File: config.mk
export PLATFORM = sky130hd
export DESIGN_NAME = blabs_top
export DESIGN_NICKNAME = d
export VERILOG_FILES = /design/src/common/blabs_pkg.sv /design/src/logic/blabs_top.sv
export SDC_FILE = /design/constraint.sdc
export NUM_CORES = 1
export LEC_CHECK = 0
export ABC_CLOCK_PERIOD_IN_PS = 4300
export BUFFER_PORTS_ARGS = -buffer_cell sky130_fd_sc_hd__buf_4
export CORE_AREA = 2 2 96 98
export CTS_CLUSTER_SIZE = 8
export DETAILED_ROUTE_END_ITERATION = 12
export DIE_AREA = 0 0 98 100
export GPL_TIMING_DRIVEN = 0
export PLACE_DENSITY = 0.87
export SYNTH_ARGS = -nofsm -noshare
export SYNTH_HDL_FRONTEND = slang
export SYNTH_SLANG_ARGS = --single-unit
File: constraint.sdc
create_clock -name sys_clk_i -period 4.3 [get_ports sys_clk_i]
set_clock_uncertainty 0.1 [all_clocks]
set_input_delay 1.29 -clock sys_clk_i [delete_from_list [all_inputs] [get_ports sys_clk_i]]
set_output_delay 1.29 -clock sys_clk_i [all_outputs]
set_load 0.02 [all_outputs]
File: src/common/blabs_pkg.sv
// constants and types of the front-panel address/baud sequencer
package blabs_pkg;
    // ---------------------------------------------------------
    // time base
    // ---------------------------------------------------------
    localparam int BLABS_CLK_HZ   = 100_000_000;
    localparam int BLABS_TICK_MS  = 100;
    localparam int BLABS_TICK_CYC = BLABS_CLK_HZ / 1000 * BLABS_TICK_MS;

    localparam int BLABS_FAST_MS  = 100;
    localparam int BLABS_HALF_MS  = 500;
    localparam int BLABS_GAP_MS   = 1000;
    localparam int BLABS_TOUT_MS  = 60000;

    localparam logic [3:0] BLABS_HALF_TK = 4'(BLABS_HALF_MS / BLABS_TICK_MS);
    localparam logic [3:0] BLABS_GAP_TK  = 4'(BLABS_GAP_MS / BLABS_TICK_MS);
    localparam logic [3:0] BLABS_FAST_TK = 4'(BLABS_FAST_MS / BLABS_TICK_MS);
    localparam logic [9:0] BLABS_TOUT_TK = 10'(BLABS_TOUT_MS / BLABS_TICK_MS);

    // ---------------------------------------------------------
    // counts and reset values
    // ---------------------------------------------------------
    localparam logic [2:0] BLABS_CFG_PRESSES  = 3'h5;
    localparam logic [2:0] BLABS_SHOW_PRESSES = 3'h3;
    localparam logic [3:0] BLABS_TENS_MAX     = 4'hC;
    localparam logic [3:0] BLABS_UNITS_MAX    = 4'h9;
    localparam logic [3:0] BLABS_BAUD_MAX     = 4'h5;
    localparam logic [3:0] BLABS_TENS_RST     = 4'h0;
    localparam logic [3:0] BLABS_UNITS_RST    = 4'h1;
    localparam logic [3:0] BLABS_BAUD_RST     = 4'h2;
    localparam logic [3:0] BLABS_TEN          = 4'hA;

    // ---------------------------------------------------------
    // types
    // ---------------------------------------------------------
    typedef enum logic [3:0] {
        BLABS_ST_RUN   = 4'h1,
        BLABS_ST_WAIT  = 4'h2,
        BLABS_ST_COUNT = 4'h4,
        BLABS_ST_SHOW  = 4'h8
    } blabs_state_e;

    typedef enum logic [2:0] {
        BLABS_PH_TENS  = 3'h1,
        BLABS_PH_UNITS = 3'h2,
        BLABS_PH_BAUD  = 3'h4
    } blabs_phase_e;

    typedef struct packed {
        logic green;
        logic red;
    } blabs_led_s;
endpackage : blabs_pkg

File: src/logic/blabs_top.sv
// front-panel switch/LED sequencer for bus address and baud code
`timescale 1ns/10ps

// Notes on behaviour
// - five short presses enter configuration
// - each phase must start within 60 s
// - waiting phase LEDs blink 0.1 s
// - press blanks LEDs, starts counting
// - flash 0.5/0.5 s, zero is 1 s dark
// - green counts tens, latched on release
// - tens count wraps after 12
// - red counts units, wraps after 9
// - both LEDs count baud code 1..5
// - baud code wraps after 5
// - baud code zero keeps old rate
// - apply only after all phases complete
// - return to running mode afterwards
// - three short presses show current settings
module blabs_top
    import blabs_pkg::*;
#(
    parameter int TICK_CYC = BLABS_TICK_CYC
) (
    // clock and reset
    input  wire logic       sys_clk_i,
    input  wire logic       resetn_i,
    // operator switch, high while pressed
    input  wire logic       switch_i,
    // indicators
    output logic            led_green_o,
    output logic            led_red_o,
    // settings
    output logic [7:0]      addr_o,
    output logic [3:0]      baud_code_o,
    output logic            cfg_active_o,
    output logic            applied_o
);
    localparam int TW = $clog2(TICK_CYC);

    // ---------------------------------------------------------
    // reset release and switch synchroniser
    // ---------------------------------------------------------
    logic [1:0] rst_q;
    logic       rst_n;
    logic       sw_q1, sw_q2, sw_q3, sw_level;

    always_ff @(posedge sys_clk_i or negedge resetn_i) begin
        if (!resetn_i) begin
            rst_q <= 2'h0;
        end else begin
            rst_q <= {rst_q[0], 1'b1};
        end
    end
    assign rst_n = rst_q[1];

    wire sw_agree   = (sw_q2 == sw_q3);
    wire sw_press   = sw_agree && sw_q3 && !sw_level;
    wire sw_release = sw_agree && !sw_q3 && sw_level;

    always_ff @(posedge sys_clk_i or negedge rst_n) begin
        if (!rst_n) begin
            sw_q1    <= 1'b0;
            sw_q2    <= 1'b0;
            sw_q3    <= 1'b0;
            sw_level <= 1'b0;
        end else begin
            sw_q1    <= switch_i;
            sw_q2    <= sw_q1;
            sw_q3    <= sw_q2;
            sw_level <= sw_agree ? sw_q3 : sw_level;
        end
    end

    // ---------------------------------------------------------
    // slow time base, one pulse per 100 ms
    // ---------------------------------------------------------
    logic [TW-1:0] tick_cnt;
    logic          tick;
    wire           tick_end = (tick_cnt == TW'(TICK_CYC - 1));

    always_ff @(posedge sys_clk_i or negedge rst_n) begin
        if (!rst_n) begin
            tick_cnt <= '0;
            tick     <= 1'b0;
        end else begin
            tick_cnt <= tick_end ? '0 : tick_cnt + 1'b1;
            tick     <= tick_end;
        end
    end

    // ---------------------------------------------------------
    // state
    // ---------------------------------------------------------
    blabs_state_e state, next_state;
    blabs_phase_e phase, next_phase;
    logic [3:0]   slot, next_slot, sub, next_sub;
    logic [9:0]   wait_tk, next_wait_tk;
    logic [3:0]   hold_tk, gap_tk, next_hold_tk, next_gap_tk;
    logic [2:0]   presses, next_presses;
    logic [3:0]   tens, units, baud, next_tens, next_units, next_baud;
    logic [3:0]   tens_lat, units_lat, next_tens_lat, next_units_lat;
    logic         blink, next_blink, next_applied;
    blabs_led_s   mask, next_led;

    assign mask.green = (phase != BLABS_PH_UNITS);
    assign mask.red   = (phase != BLABS_PH_TENS);

    wire [3:0] cnt_max  = (phase == BLABS_PH_TENS)  ? BLABS_TENS_MAX  :
                          (phase == BLABS_PH_UNITS) ? BLABS_UNITS_MAX :
                                                      BLABS_BAUD_MAX;
    wire [3:0] show_val = (phase == BLABS_PH_TENS)  ? tens  :
                          (phase == BLABS_PH_UNITS) ? units : baud;
    wire slot_end = tick && (sub == BLABS_GAP_TK - 4'h1);
    wire gap_out  = tick && (gap_tk == BLABS_GAP_TK - 4'h1) && !sw_level;
    wire lit      = (slot != 4'h0) && (sub < BLABS_HALF_TK);

    always_comb begin
        next_state     = state;
        next_phase     = phase;
        next_slot      = slot;
        next_sub       = sub;
        next_wait_tk   = wait_tk;
        next_hold_tk   = hold_tk;
        next_gap_tk    = gap_tk;
        next_presses   = presses;
        next_tens      = tens;
        next_units     = units;
        next_baud      = baud;
        next_tens_lat  = tens_lat;
        next_units_lat = units_lat;
        next_blink     = 1'b0;
        next_applied   = 1'b0;
        next_led       = '0;
        case (state)
            BLABS_ST_RUN: begin
                next_phase = BLABS_PH_TENS;
                if (sw_press) begin
                    next_hold_tk = 4'h0;
                end else if (tick && sw_level && hold_tk != BLABS_GAP_TK) begin
                    next_hold_tk = hold_tk + 4'h1;
                end
                if (sw_release) begin
                    next_gap_tk  = 4'h0;
                    next_presses = (hold_tk >= BLABS_GAP_TK) ? 3'h0 :
                                   (presses == 3'h7) ? presses : presses + 3'h1;
                end else if (tick && !sw_level && gap_tk != BLABS_GAP_TK) begin
                    next_gap_tk = gap_tk + 4'h1;
                end
                // burst closes after 1 s quiet
                if (gap_out && presses == BLABS_CFG_PRESSES) begin
                    next_state   = BLABS_ST_WAIT;
                    next_wait_tk = 10'h0;
                end
                if (gap_out && presses == BLABS_SHOW_PRESSES) begin
                    next_state = BLABS_ST_SHOW;
                    next_slot  = 4'h0;
                    next_sub   = 4'h0;
                end
                if (gap_out) begin
                    next_presses = 3'h0;
                end
            end
            BLABS_ST_WAIT: begin
                next_blink = (tick && sub == BLABS_FAST_TK - 4'h1) ? !blink : blink;
                next_sub   = tick ? 4'h0 : sub;
                next_led.green = blink && mask.green;
                next_led.red   = blink && mask.red;
                if (sw_press) begin
                    next_state = BLABS_ST_COUNT;
                    next_slot  = 4'h0;
                    next_sub   = 4'h0;
                    next_led   = '0;
                    next_blink = 1'b0;
                end else if (tick && wait_tk == BLABS_TOUT_TK - 10'h1) begin
                    next_state = BLABS_ST_RUN;
                end else if (tick) begin
                    next_wait_tk = wait_tk + 10'h1;
                end
            end
            BLABS_ST_COUNT: begin
                // slot 0 dark, others half lit
                next_led.green = lit && mask.green;
                next_led.red   = lit && mask.red;
                if (tick) begin
                    next_sub = slot_end ? 4'h0 : sub + 4'h1;
                end
                if (slot_end) begin
                    next_slot = (slot == cnt_max) ? 4'h0 : slot + 4'h1;
                end
                if (sw_release) begin
                    next_state   = BLABS_ST_WAIT;
                    next_wait_tk = 10'h0;
                    next_sub     = 4'h0;
                    next_led     = '0;
                    case (phase)
                        BLABS_PH_TENS: begin
                            next_tens_lat = slot;
                            next_phase    = BLABS_PH_UNITS;
                        end
                        BLABS_PH_UNITS: begin
                            next_units_lat = slot;
                            next_phase     = BLABS_PH_BAUD;
                        end
                        default: begin
                            next_state   = BLABS_ST_RUN;
                            next_tens    = tens_lat;
                            next_units   = units_lat;
                            next_applied = 1'b1;
                            next_baud = (slot == 4'h0) ? baud : slot;
                        end
                    endcase
                end
            end
            BLABS_ST_SHOW: begin
                next_led.green = lit && mask.green;
                next_led.red   = lit && mask.red;
                if (tick) begin
                    next_sub = slot_end ? 4'h0 : sub + 4'h1;
                end
                if (slot_end && slot != show_val) begin
                    next_slot = slot + 4'h1;
                end else if (slot_end) begin
                    next_slot  = 4'h0;
                    next_phase = (phase == BLABS_PH_TENS)  ? BLABS_PH_UNITS :
                                 (phase == BLABS_PH_UNITS) ? BLABS_PH_BAUD  :
                                                             BLABS_PH_TENS;
                    next_state = (phase == BLABS_PH_BAUD) ? BLABS_ST_RUN : state;
                end
            end
            default: begin
                next_state = BLABS_ST_RUN;
            end
        endcase
    end

    always_ff @(posedge sys_clk_i or negedge rst_n) begin
        if (!rst_n) begin
            state     <= BLABS_ST_RUN;
            phase     <= BLABS_PH_TENS;
            slot      <= 4'h0;
            sub       <= 4'h0;
            wait_tk   <= 10'h0;
            hold_tk   <= 4'h0;
            gap_tk    <= 4'h0;
            presses   <= 3'h0;
            tens      <= BLABS_TENS_RST;
            units     <= BLABS_UNITS_RST;
            baud      <= BLABS_BAUD_RST;
            tens_lat  <= 4'h0;
            units_lat <= 4'h0;
            blink     <= 1'b0;
        end else begin
            state     <= next_state;
            phase     <= next_phase;
            slot      <= next_slot;
            sub       <= next_sub;
            wait_tk   <= next_wait_tk;
            hold_tk   <= next_hold_tk;
            gap_tk    <= next_gap_tk;
            presses   <= next_presses;
            tens      <= next_tens;
            units     <= next_units;
            baud      <= next_baud;
            tens_lat  <= next_tens_lat;
            units_lat <= next_units_lat;
            blink     <= next_blink;
        end
    end

    // ---------------------------------------------------------
    // registered outputs
    // ---------------------------------------------------------
    // decimal address from tens and units
    // operands widened first so a 4-bit product cannot overflow
    wire [7:0] next_addr = (8'(next_tens) * 8'(BLABS_TEN)) + 8'(next_units);

    always_ff @(posedge sys_clk_i or negedge rst_n) begin
        if (!rst_n) begin
            led_green_o  <= 1'b0;
            led_red_o    <= 1'b0;
            addr_o       <= 8'(BLABS_TENS_RST * BLABS_TEN) + 8'(BLABS_UNITS_RST);
            baud_code_o  <= BLABS_BAUD_RST;
            cfg_active_o <= 1'b0;
            applied_o    <= 1'b0;
        end else begin
            led_green_o  <= next_led.green;
            led_red_o    <= next_led.red;
            addr_o       <= next_addr;
            baud_code_o  <= next_baud;
            cfg_active_o <= (next_state == BLABS_ST_WAIT) || (next_state == BLABS_ST_COUNT);
            applied_o    <= next_applied;
        end
    end

    // ---------------------------------------------------------
    // checks
    // ---------------------------------------------------------
    chk_enter_config: assert property (
        @(posedge sys_clk_i) disable iff (!rst_n)
        (state == BLABS_ST_RUN && gap_out && presses == BLABS_CFG_PRESSES)
        |=> (state == BLABS_ST_WAIT && phase == BLABS_PH_TENS) ##1 cfg_active_o)
        else $error("five presses did not open configuration");

    chk_wait_timeout: assert property (
        @(posedge sys_clk_i) disable iff (!rst_n)
        (state == BLABS_ST_WAIT && !sw_press && tick && wait_tk == BLABS_TOUT_TK - 10'h1)
        |=> state == BLABS_ST_RUN ##1 !cfg_active_o)
        else $error("wait window did not expire");

    chk_baud_blink: assert property (
        @(posedge sys_clk_i) disable iff (!rst_n)
        (state == BLABS_ST_WAIT && phase == BLABS_PH_BAUD)
        |=> led_green_o == led_red_o)
        else $error("baud wait blink not on both LEDs");

    chk_press_dark: assert property (
        @(posedge sys_clk_i) disable iff (!rst_n)
        (state == BLABS_ST_WAIT && sw_press)
        |=> (state == BLABS_ST_COUNT) ##1 (!led_green_o && !led_red_o))
        else $error("press did not blank and start counting");

    chk_zero_dark: assert property (
        @(posedge sys_clk_i) disable iff (!rst_n)
        (state == BLABS_ST_COUNT && slot == 4'h0)
        |=> !led_green_o && !led_red_o)
        else $error("LED lit in zero slot");

    chk_tens_wrap: assert property (
        @(posedge sys_clk_i) disable iff (!rst_n)
        (state == BLABS_ST_COUNT && phase == BLABS_PH_TENS && !sw_release
         && slot_end && slot == 4'hC) |=> slot == 4'h0)
        else $error("tens did not wrap after 12");

    chk_units_max: assert property (
        @(posedge sys_clk_i) disable iff (!rst_n)
        (state == BLABS_ST_COUNT && phase == BLABS_PH_UNITS) |-> slot <= 4'h9)
        else $error("units count above 9");

    chk_baud_wrap: assert property (
        @(posedge sys_clk_i) disable iff (!rst_n)
        (state == BLABS_ST_COUNT && phase == BLABS_PH_BAUD && !sw_release
         && slot_end && slot == 4'h5) |=> slot == 4'h0)
        else $error("baud code did not wrap after 5");

    chk_baud_keep: assert property (
        @(posedge sys_clk_i) disable iff (!rst_n)
        (state == BLABS_ST_COUNT && phase == BLABS_PH_BAUD && sw_release && slot == 4'h0)
        |=> applied_o && $stable(baud_code_o))
        else $error("zero baud code changed the rate");

    chk_apply_addr: assert property (
        @(posedge sys_clk_i) disable iff (!rst_n)
        (state == BLABS_ST_COUNT && phase == BLABS_PH_BAUD && sw_release)
        |=> applied_o && state == BLABS_ST_RUN
            && addr_o == (8'(tens_lat) * 8'(BLABS_TEN)) + 8'(units_lat))
        else $error("settings not applied on baud release");

    chk_phase_order: assert property (
        @(posedge sys_clk_i) disable iff (!rst_n)
        (state == BLABS_ST_COUNT && phase == BLABS_PH_TENS && sw_release)
        |=> state == BLABS_ST_WAIT && phase == BLABS_PH_UNITS && tens_lat == $past(slot))
        else $error("tens release did not move to units");

    chk_show_keeps: assert property (
        @(posedge sys_clk_i) disable iff (!rst_n)
        (state == BLABS_ST_SHOW) |=> $stable(addr_o) && $stable(baud_code_o))
        else $error("read-out changed settings");

endmodule : blabs_top

Word-level counts from Yosys, hierarchy flattened
Index checks and enable logic that the tools add are counted.
Cells by class
  add/sub/neg operators: 8
  $mul: 1
  $lt $le $gt $ge: 2
  equality and inequality tests: 38
  multiplexer cells: 64
  bitwise operators: 2
  reductions and logical operators: 45
Operators with widths (number)
  4-bit 2-to-1 mux: 33
  10-bit 2-to-1 mux: 5
  4-bit case mux with 4 select lines: 3
  10-bit case mux with 3 select lines: 1
  3-bit 2-to-1 mux: 9
  24-bit by 1-bit adder with 24-bit output, second input constant: 1
  24-bit == test, second input constant: 1
  24-bit 2-to-1 mux: 1
  1-bit logical AND: 21
  2-bit != test, second input constant: 10
  4-bit by 1-bit adder with 4-bit output, second input constant: 4
  3-bit != test, second input constant: 5
  4-bit == test, second input constant: 3
  3-bit AND reduction: 4
  10-bit by 1-bit adder with 10-bit output, second input constant: 1
  10-bit == test, second input constant: 1
  5-bit AND reduction: 2
  3-bit == test, second input constant: 3
  3-bit case mux with 3 select lines: 1
  8-bit by 4-bit adder with 8-bit output: 1
  4-bit by 2-bit == test with 1-bit output, second input constant: 2
  4-bit by 3-bit == test with 1-bit output, second input constant: 2
  4-bit logical NOT: 2
  4-bit != test, second input constant: 2
  26 further kinds: 42
Word-level totals
  flip-flop bits (word level): 100
  word-level logic and storage cells: 186

Longest topological paths before layout
  depth after elaboration: 9
  mapped depth: 17

Least setup slack after synthesis
OpenSTA, ideal clock, no wires.
  path kind: register to register
  start point: register state[1]
  end point: register addr_o[6]
  setup time: 0.132 ns
  arrival: 3.542 ns
  required time: 4.068 ns
  setup slack: 0.526 ns
  cell stages (with the launch flop): 16
  period minus slack after synthesis: 3.774 ns
  cells stage by stage: dfrtp_1 > buf_6 > or4b_1 > buf_2 > nor2_1 > o21ai_1 > inv_2 > mux2i_1 > inv_1 > ha_1 > ha_1 > inv_1 > fa_1 > nor3b_1 > xnor2_1 > xnor2_1
Between the ends
  cells in the longest elaborated chain, start to end: 4
  elaborated cells on any way between the ends: 5
  those cells by class: add/sub: 1; mul: 1; eq/ne: 1; mux: 2
Ends and longest elaborated chain
  from (decl): RTL line blabs_top.sv:94  | blabs_state_e state, next_state;
  from (signal assigned): RTL line blabs_top.sv:253  | state <= next_state;
  4-bit by 3-bit == test with 1-bit output: RTL line blabs_top.sv:134  | case (state)
  4-bit 2-to-1 mux: RTL line blabs_top.sv:134
  net next_tens[3]: RTL line blabs_top.sv:100  | logic [3:0] tens, units, baud, next_tens, next_units, next_baud;
  4-bit by 3-bit multiplier with 7-bit output: RTL line blabs_top.sv:275  | wire [7:0] next_addr = (8'(next_tens) * 8'(BLABS_TEN)) + 8'(next_units);
  8-bit by 4-bit adder with 8-bit output: RTL line blabs_top.sv:275
  net next_addr[6]: RTL line blabs_top.sv:275
  to (signal assigned): RTL line blabs_top.sv:281  | addr_o <= 8'(BLABS_TENS_RST * BLABS_TEN) + 8'(BLABS_UNITS_RST);
  to (signal assigned): RTL line blabs_top.sv:288  | addr_o <= next_addr;
  to (decl): RTL line blabs_top.sv:33  | output logic [7:0] addr_o,
The timed path passes the listed nets, and every way through them passes these cells.
A chain may end at the register's enable or synchronous reset.

Worst setup path after layout
Same ends and word-level chain as after synthesis.

==> flow_summary.toml <==
[place]
dp.final_hpwl_um = 7530
gp_congestion = 0.865
place_ws_ps = -10.5
numPortBuffers = 18
placed_cell_area_mm2 = 0.00563

[final_layout]
final_area_mm2 = 0.00583
syn2layout_area_growth_pct = 9.34
multi_input_area_mm2 = 0.00267
layout-drive-gt1-share = 0.111
num-nets-final = 605
regArea_mm2 = 0.00249
fin_util = 0.655
antenna_cells = 0
fillers = 683

[route]
drt-wirelength-per-cell_um = 15.3
first_iter_violations = 284
drc = 0
viasPerCell = 5.93
ant_nets = 0
drt-total-wl_um = 10600
vias = 4094
first_pass_iters = 4

[clocking]
cts_tree = "yes"
cts_num_sinks = 99
htree_levels = 3
post_cts_buffers = 0
cts_buffers = 9
clk_pin_slew_worst_paths_ps = 100
cts_max_path_buffers = 2
cts_root_buf = "clkbuf_8"
clock_latency_ps = 390

[sta]
setup_ws_ps = 211
hold_viol = 0
worstMarginPinSlew_ps = 1070
fmax_mhz = 245
post-route-min-period_ps = 4090
slew_headroom = 0.285
setup_viol = 0
maxSlewViolCount = 0
rsz0062_at_grt = "false"
setup_tns_ps = 0
finalCritPeriodShare = 0.951

[critical_path]
crit_required_ps = 4510
critPathMaxFanout = 10
start_kind = "flop"
worstSetupPathType = "flop to flop"
end_kind = "flop"
arrival_ps = 4300

[power_and_ir_drop]
cellInternalPower_mw = 1.19
p_switching_uw = 409
ir_drop_uv = 201
p_comb_frac = 0.038
sw_frac_of_total = 0.256
pwr-share-seq = 0.607
leakagePower_nw = 2.74
clkPwrFrac = 0.355
cellPowerDensity_mw_per_mm2 = 274

[synthesis]
synth-main-ff-cell = "dfrtp_1"
synthDistinctLibCells = 70
ys_ff_latch = 99
synth_fp_nets = 575
synth_area_leaders = "dfrtp_1, ha_1, nand2_1"
async_reset_ff_frac = 1.00
avgSynthCellArea_um2 = 9.80
synth_top_area_share = 0.446
synth_top_area_cell = "dfrtp_1"
synthCells = 544
synth_warnings = 0
synth-edff-count = 0
synth_area_mm2 = 0.00533
synth-seq-area-share = 0.466

[grt]
grt_usage = 0.225
antenna_found_initial = 0
grt_max_degree = 54
grt_pass1_wl_um = 18000
grt_overflow = 0
grt_pass1_vias = 3967

[floorplanning]
core_area_mm2 = 0.00889
die_w_um = 98
pin_count = 19
num_rows = 35
die_h_um = 100
start_util = 0.599
dieArea_mm2 = 0.00980

[run_status]
outcome = "finished, final reports clean"

[min_path]
hold_class = "flop to async pin"

[flow_run]
cap_violations = 0
[synth_stat cells (4+ instances only)]
cell type,instances
a21o_1,4
o31ai_1,4
or3_1,6
nand3_1,22
nand2_1,78
mux2i_1,7
nor2_1,42
xor2_1,16
ha_1,26
nand4_1,6
o21ai_1,8
a22o_1,6
nor2b_1,7
buf_2,5
mux2_2,5
nand2b_1,9
a21oi_1,19
dfstp_2,4
nand3b_1,4
inv_1,23
clkbuf_1,7
and3_1,12
dfrtp_1,95
o21ai_0,29
xnor2_1,26
[placed cells by master (no fill, tap or decap), drive strengths merged, types with 3 or more instances in the layout]
| cell type | count |
|---|---|
| dfrtp | 95 |
| nand4 | 8 |
| dfstp | 4 |
| nand4b | 3 |
| xnor2 | 26 |
| clkinvlp | 3 |
| a221o | 3 |
| ha | 26 |
| and3b | 3 |
| a22o | 6 |
| a21oi | 19 |
| a211oi | 3 |
| inv | 27 |
| mux2i | 7 |
| nand2b | 9 |
| mux2 | 5 |
| nor3b | 3 |
| or3 | 6 |
| nand3b | 4 |
| nand3 | 22 |
| o21ai | 37 |
| a21o | 4 |
| xor2 | 16 |
| o31ai | 4 |
| and3 | 12 |
| nand2 | 78 |
| nor2b | 7 |
| clkbuf | 16 |
| nor4 | 3 |
| nor4b | 3 |
| and2 | 4 |
| nor2 | 42 |
| buf | 30 |
| nor3 | 3 |
[final cells by class]
class | count | area share
Sequential cell | 99 | 0.427
Timing Repair Buffer | 19 | 0.0279
Multi-Input combinational cell | 402 | 0.459
Clock inverter | 7 | 0.0101
Clock buffer | 9 | 0.0213
Inverter | 25 | 0.0161
Buffer | 18 | 0.0152
Tap cell | 111 | 0.0238
[through the flow]
| stage | cells | hold WS, ps | power (mW) |
|---|---|---|---|
| global placement | 673 | 237 | 1.04 |
| global route | 690 | 281 | 1.66 |
| CTS | 690 | 257 | 1.61 |
| finish | 690 | 246 | 1.60 |
| detailed placement | 674 | 235 | 1.05 |
| floorplan | 544 | 231 | 1.03 |
[repair_timing]
item | 4_1_cts | 5_1_grt
hold buffers | 0 | 0
resized for setup | 1 | 2
setup endpoints to repair | 1 | 2
[state kept, by name (all words and copies together), names as in the netlist, 2 cells and up]
signal / flops
gap_tk: 4
hold_tk: 4
tens_lat: 4
units: 3
addr_o: 8
units_lat: 4
tens: 4
phase: 3
wait_tk: 10
slot: 4
presses: 3
baud_code_o: 4
sub: 4
rst_q: 2
state: 4
tick_cnt: 24
[final timing paths]
| check | from | end | slack (ps) | cells after the start |
|---|---|---|---|---|
| min | rst_q[1]$_DFF_PN0_ | slot[2]$_DFFE_PN0P_ | 250 | 0 |
| max reg2reg | state[1]$_DFF_PN0_ | addr_o[6]$_DFF_PN0_ | 210 | 16 |
| max in group asynchronous | rst_q[1]$_DFF_PN0_ | baud_code_o[1]$_DFFE_PN1P_ | 3140 | 1 |
| min reg2reg | rst_q[1]$_DFF_PN0_ | slot[2]$_DFFE_PN0P_ | 250 | 0 |
| min in group sys_clk_i | sw_q1$_DFF_PN0_ | sw_q2$_DFF_PN0_ | 260 | 0 |
| max | state[1]$_DFF_PN0_ | addr_o[6]$_DFF_PN0_ | 210 | 16 |
[cells by family (layout without fill, tap and decap cells)]
logic type | count (synthesis) | in the layout | share of synthesized area
and+or+nand+nor | 219 | 219 | 0.214
AOI/OAI and AO/OA | 100 | 100 | 0.124
DFF | 99 | 99 | 0.466
buffers and inverters | 43 | 78 | 0.0343
xor gates and xnor gates | 42 | 42 | 0.0690
adders and majority gates | 28 | 28 | 0.0686
muxes | 12 | 12 | 0.0237
other | 1 | 1 | 0.000704
[power groups by stage]
stage          Sequential, mW  Combinational (mW)  Clock (mW)
2_1_floorplan           0.990              0.0369           0
3_3_place_gp            0.995              0.0449           0
3_5_place_dp            0.989              0.0617           0
4_1_cts                 0.971              0.0619       0.575
5_1_grt                 0.976              0.0721       0.614
6_report                0.970              0.0615       0.567
[metal layers]
metal  up-vias  GRT usage  part of all wire
li1       1953          -                 -
met4         0     0.0962             0.028
met2       129      0.370              0.48
met5         -          0                 0
met1      1980      0.290              0.44
met3        32     0.0487             0.051
[critical path: stages, from the launching register on]
cell	delay (ps)
dfrtp_1	390
buf_6	140
or4b_1	500
buf_2	200
nor2_2	210
o21ai_2	190
inv_2	150
buf_2	260
nand2_1	80
nand2_1	180
ha_1	270
ha_1	210
inv_1	70
fa_1	460
nor3b_1	270
xnor2_1	180
xnor2_1	140
No activity file was read; power rests on OpenSTA's default activity.
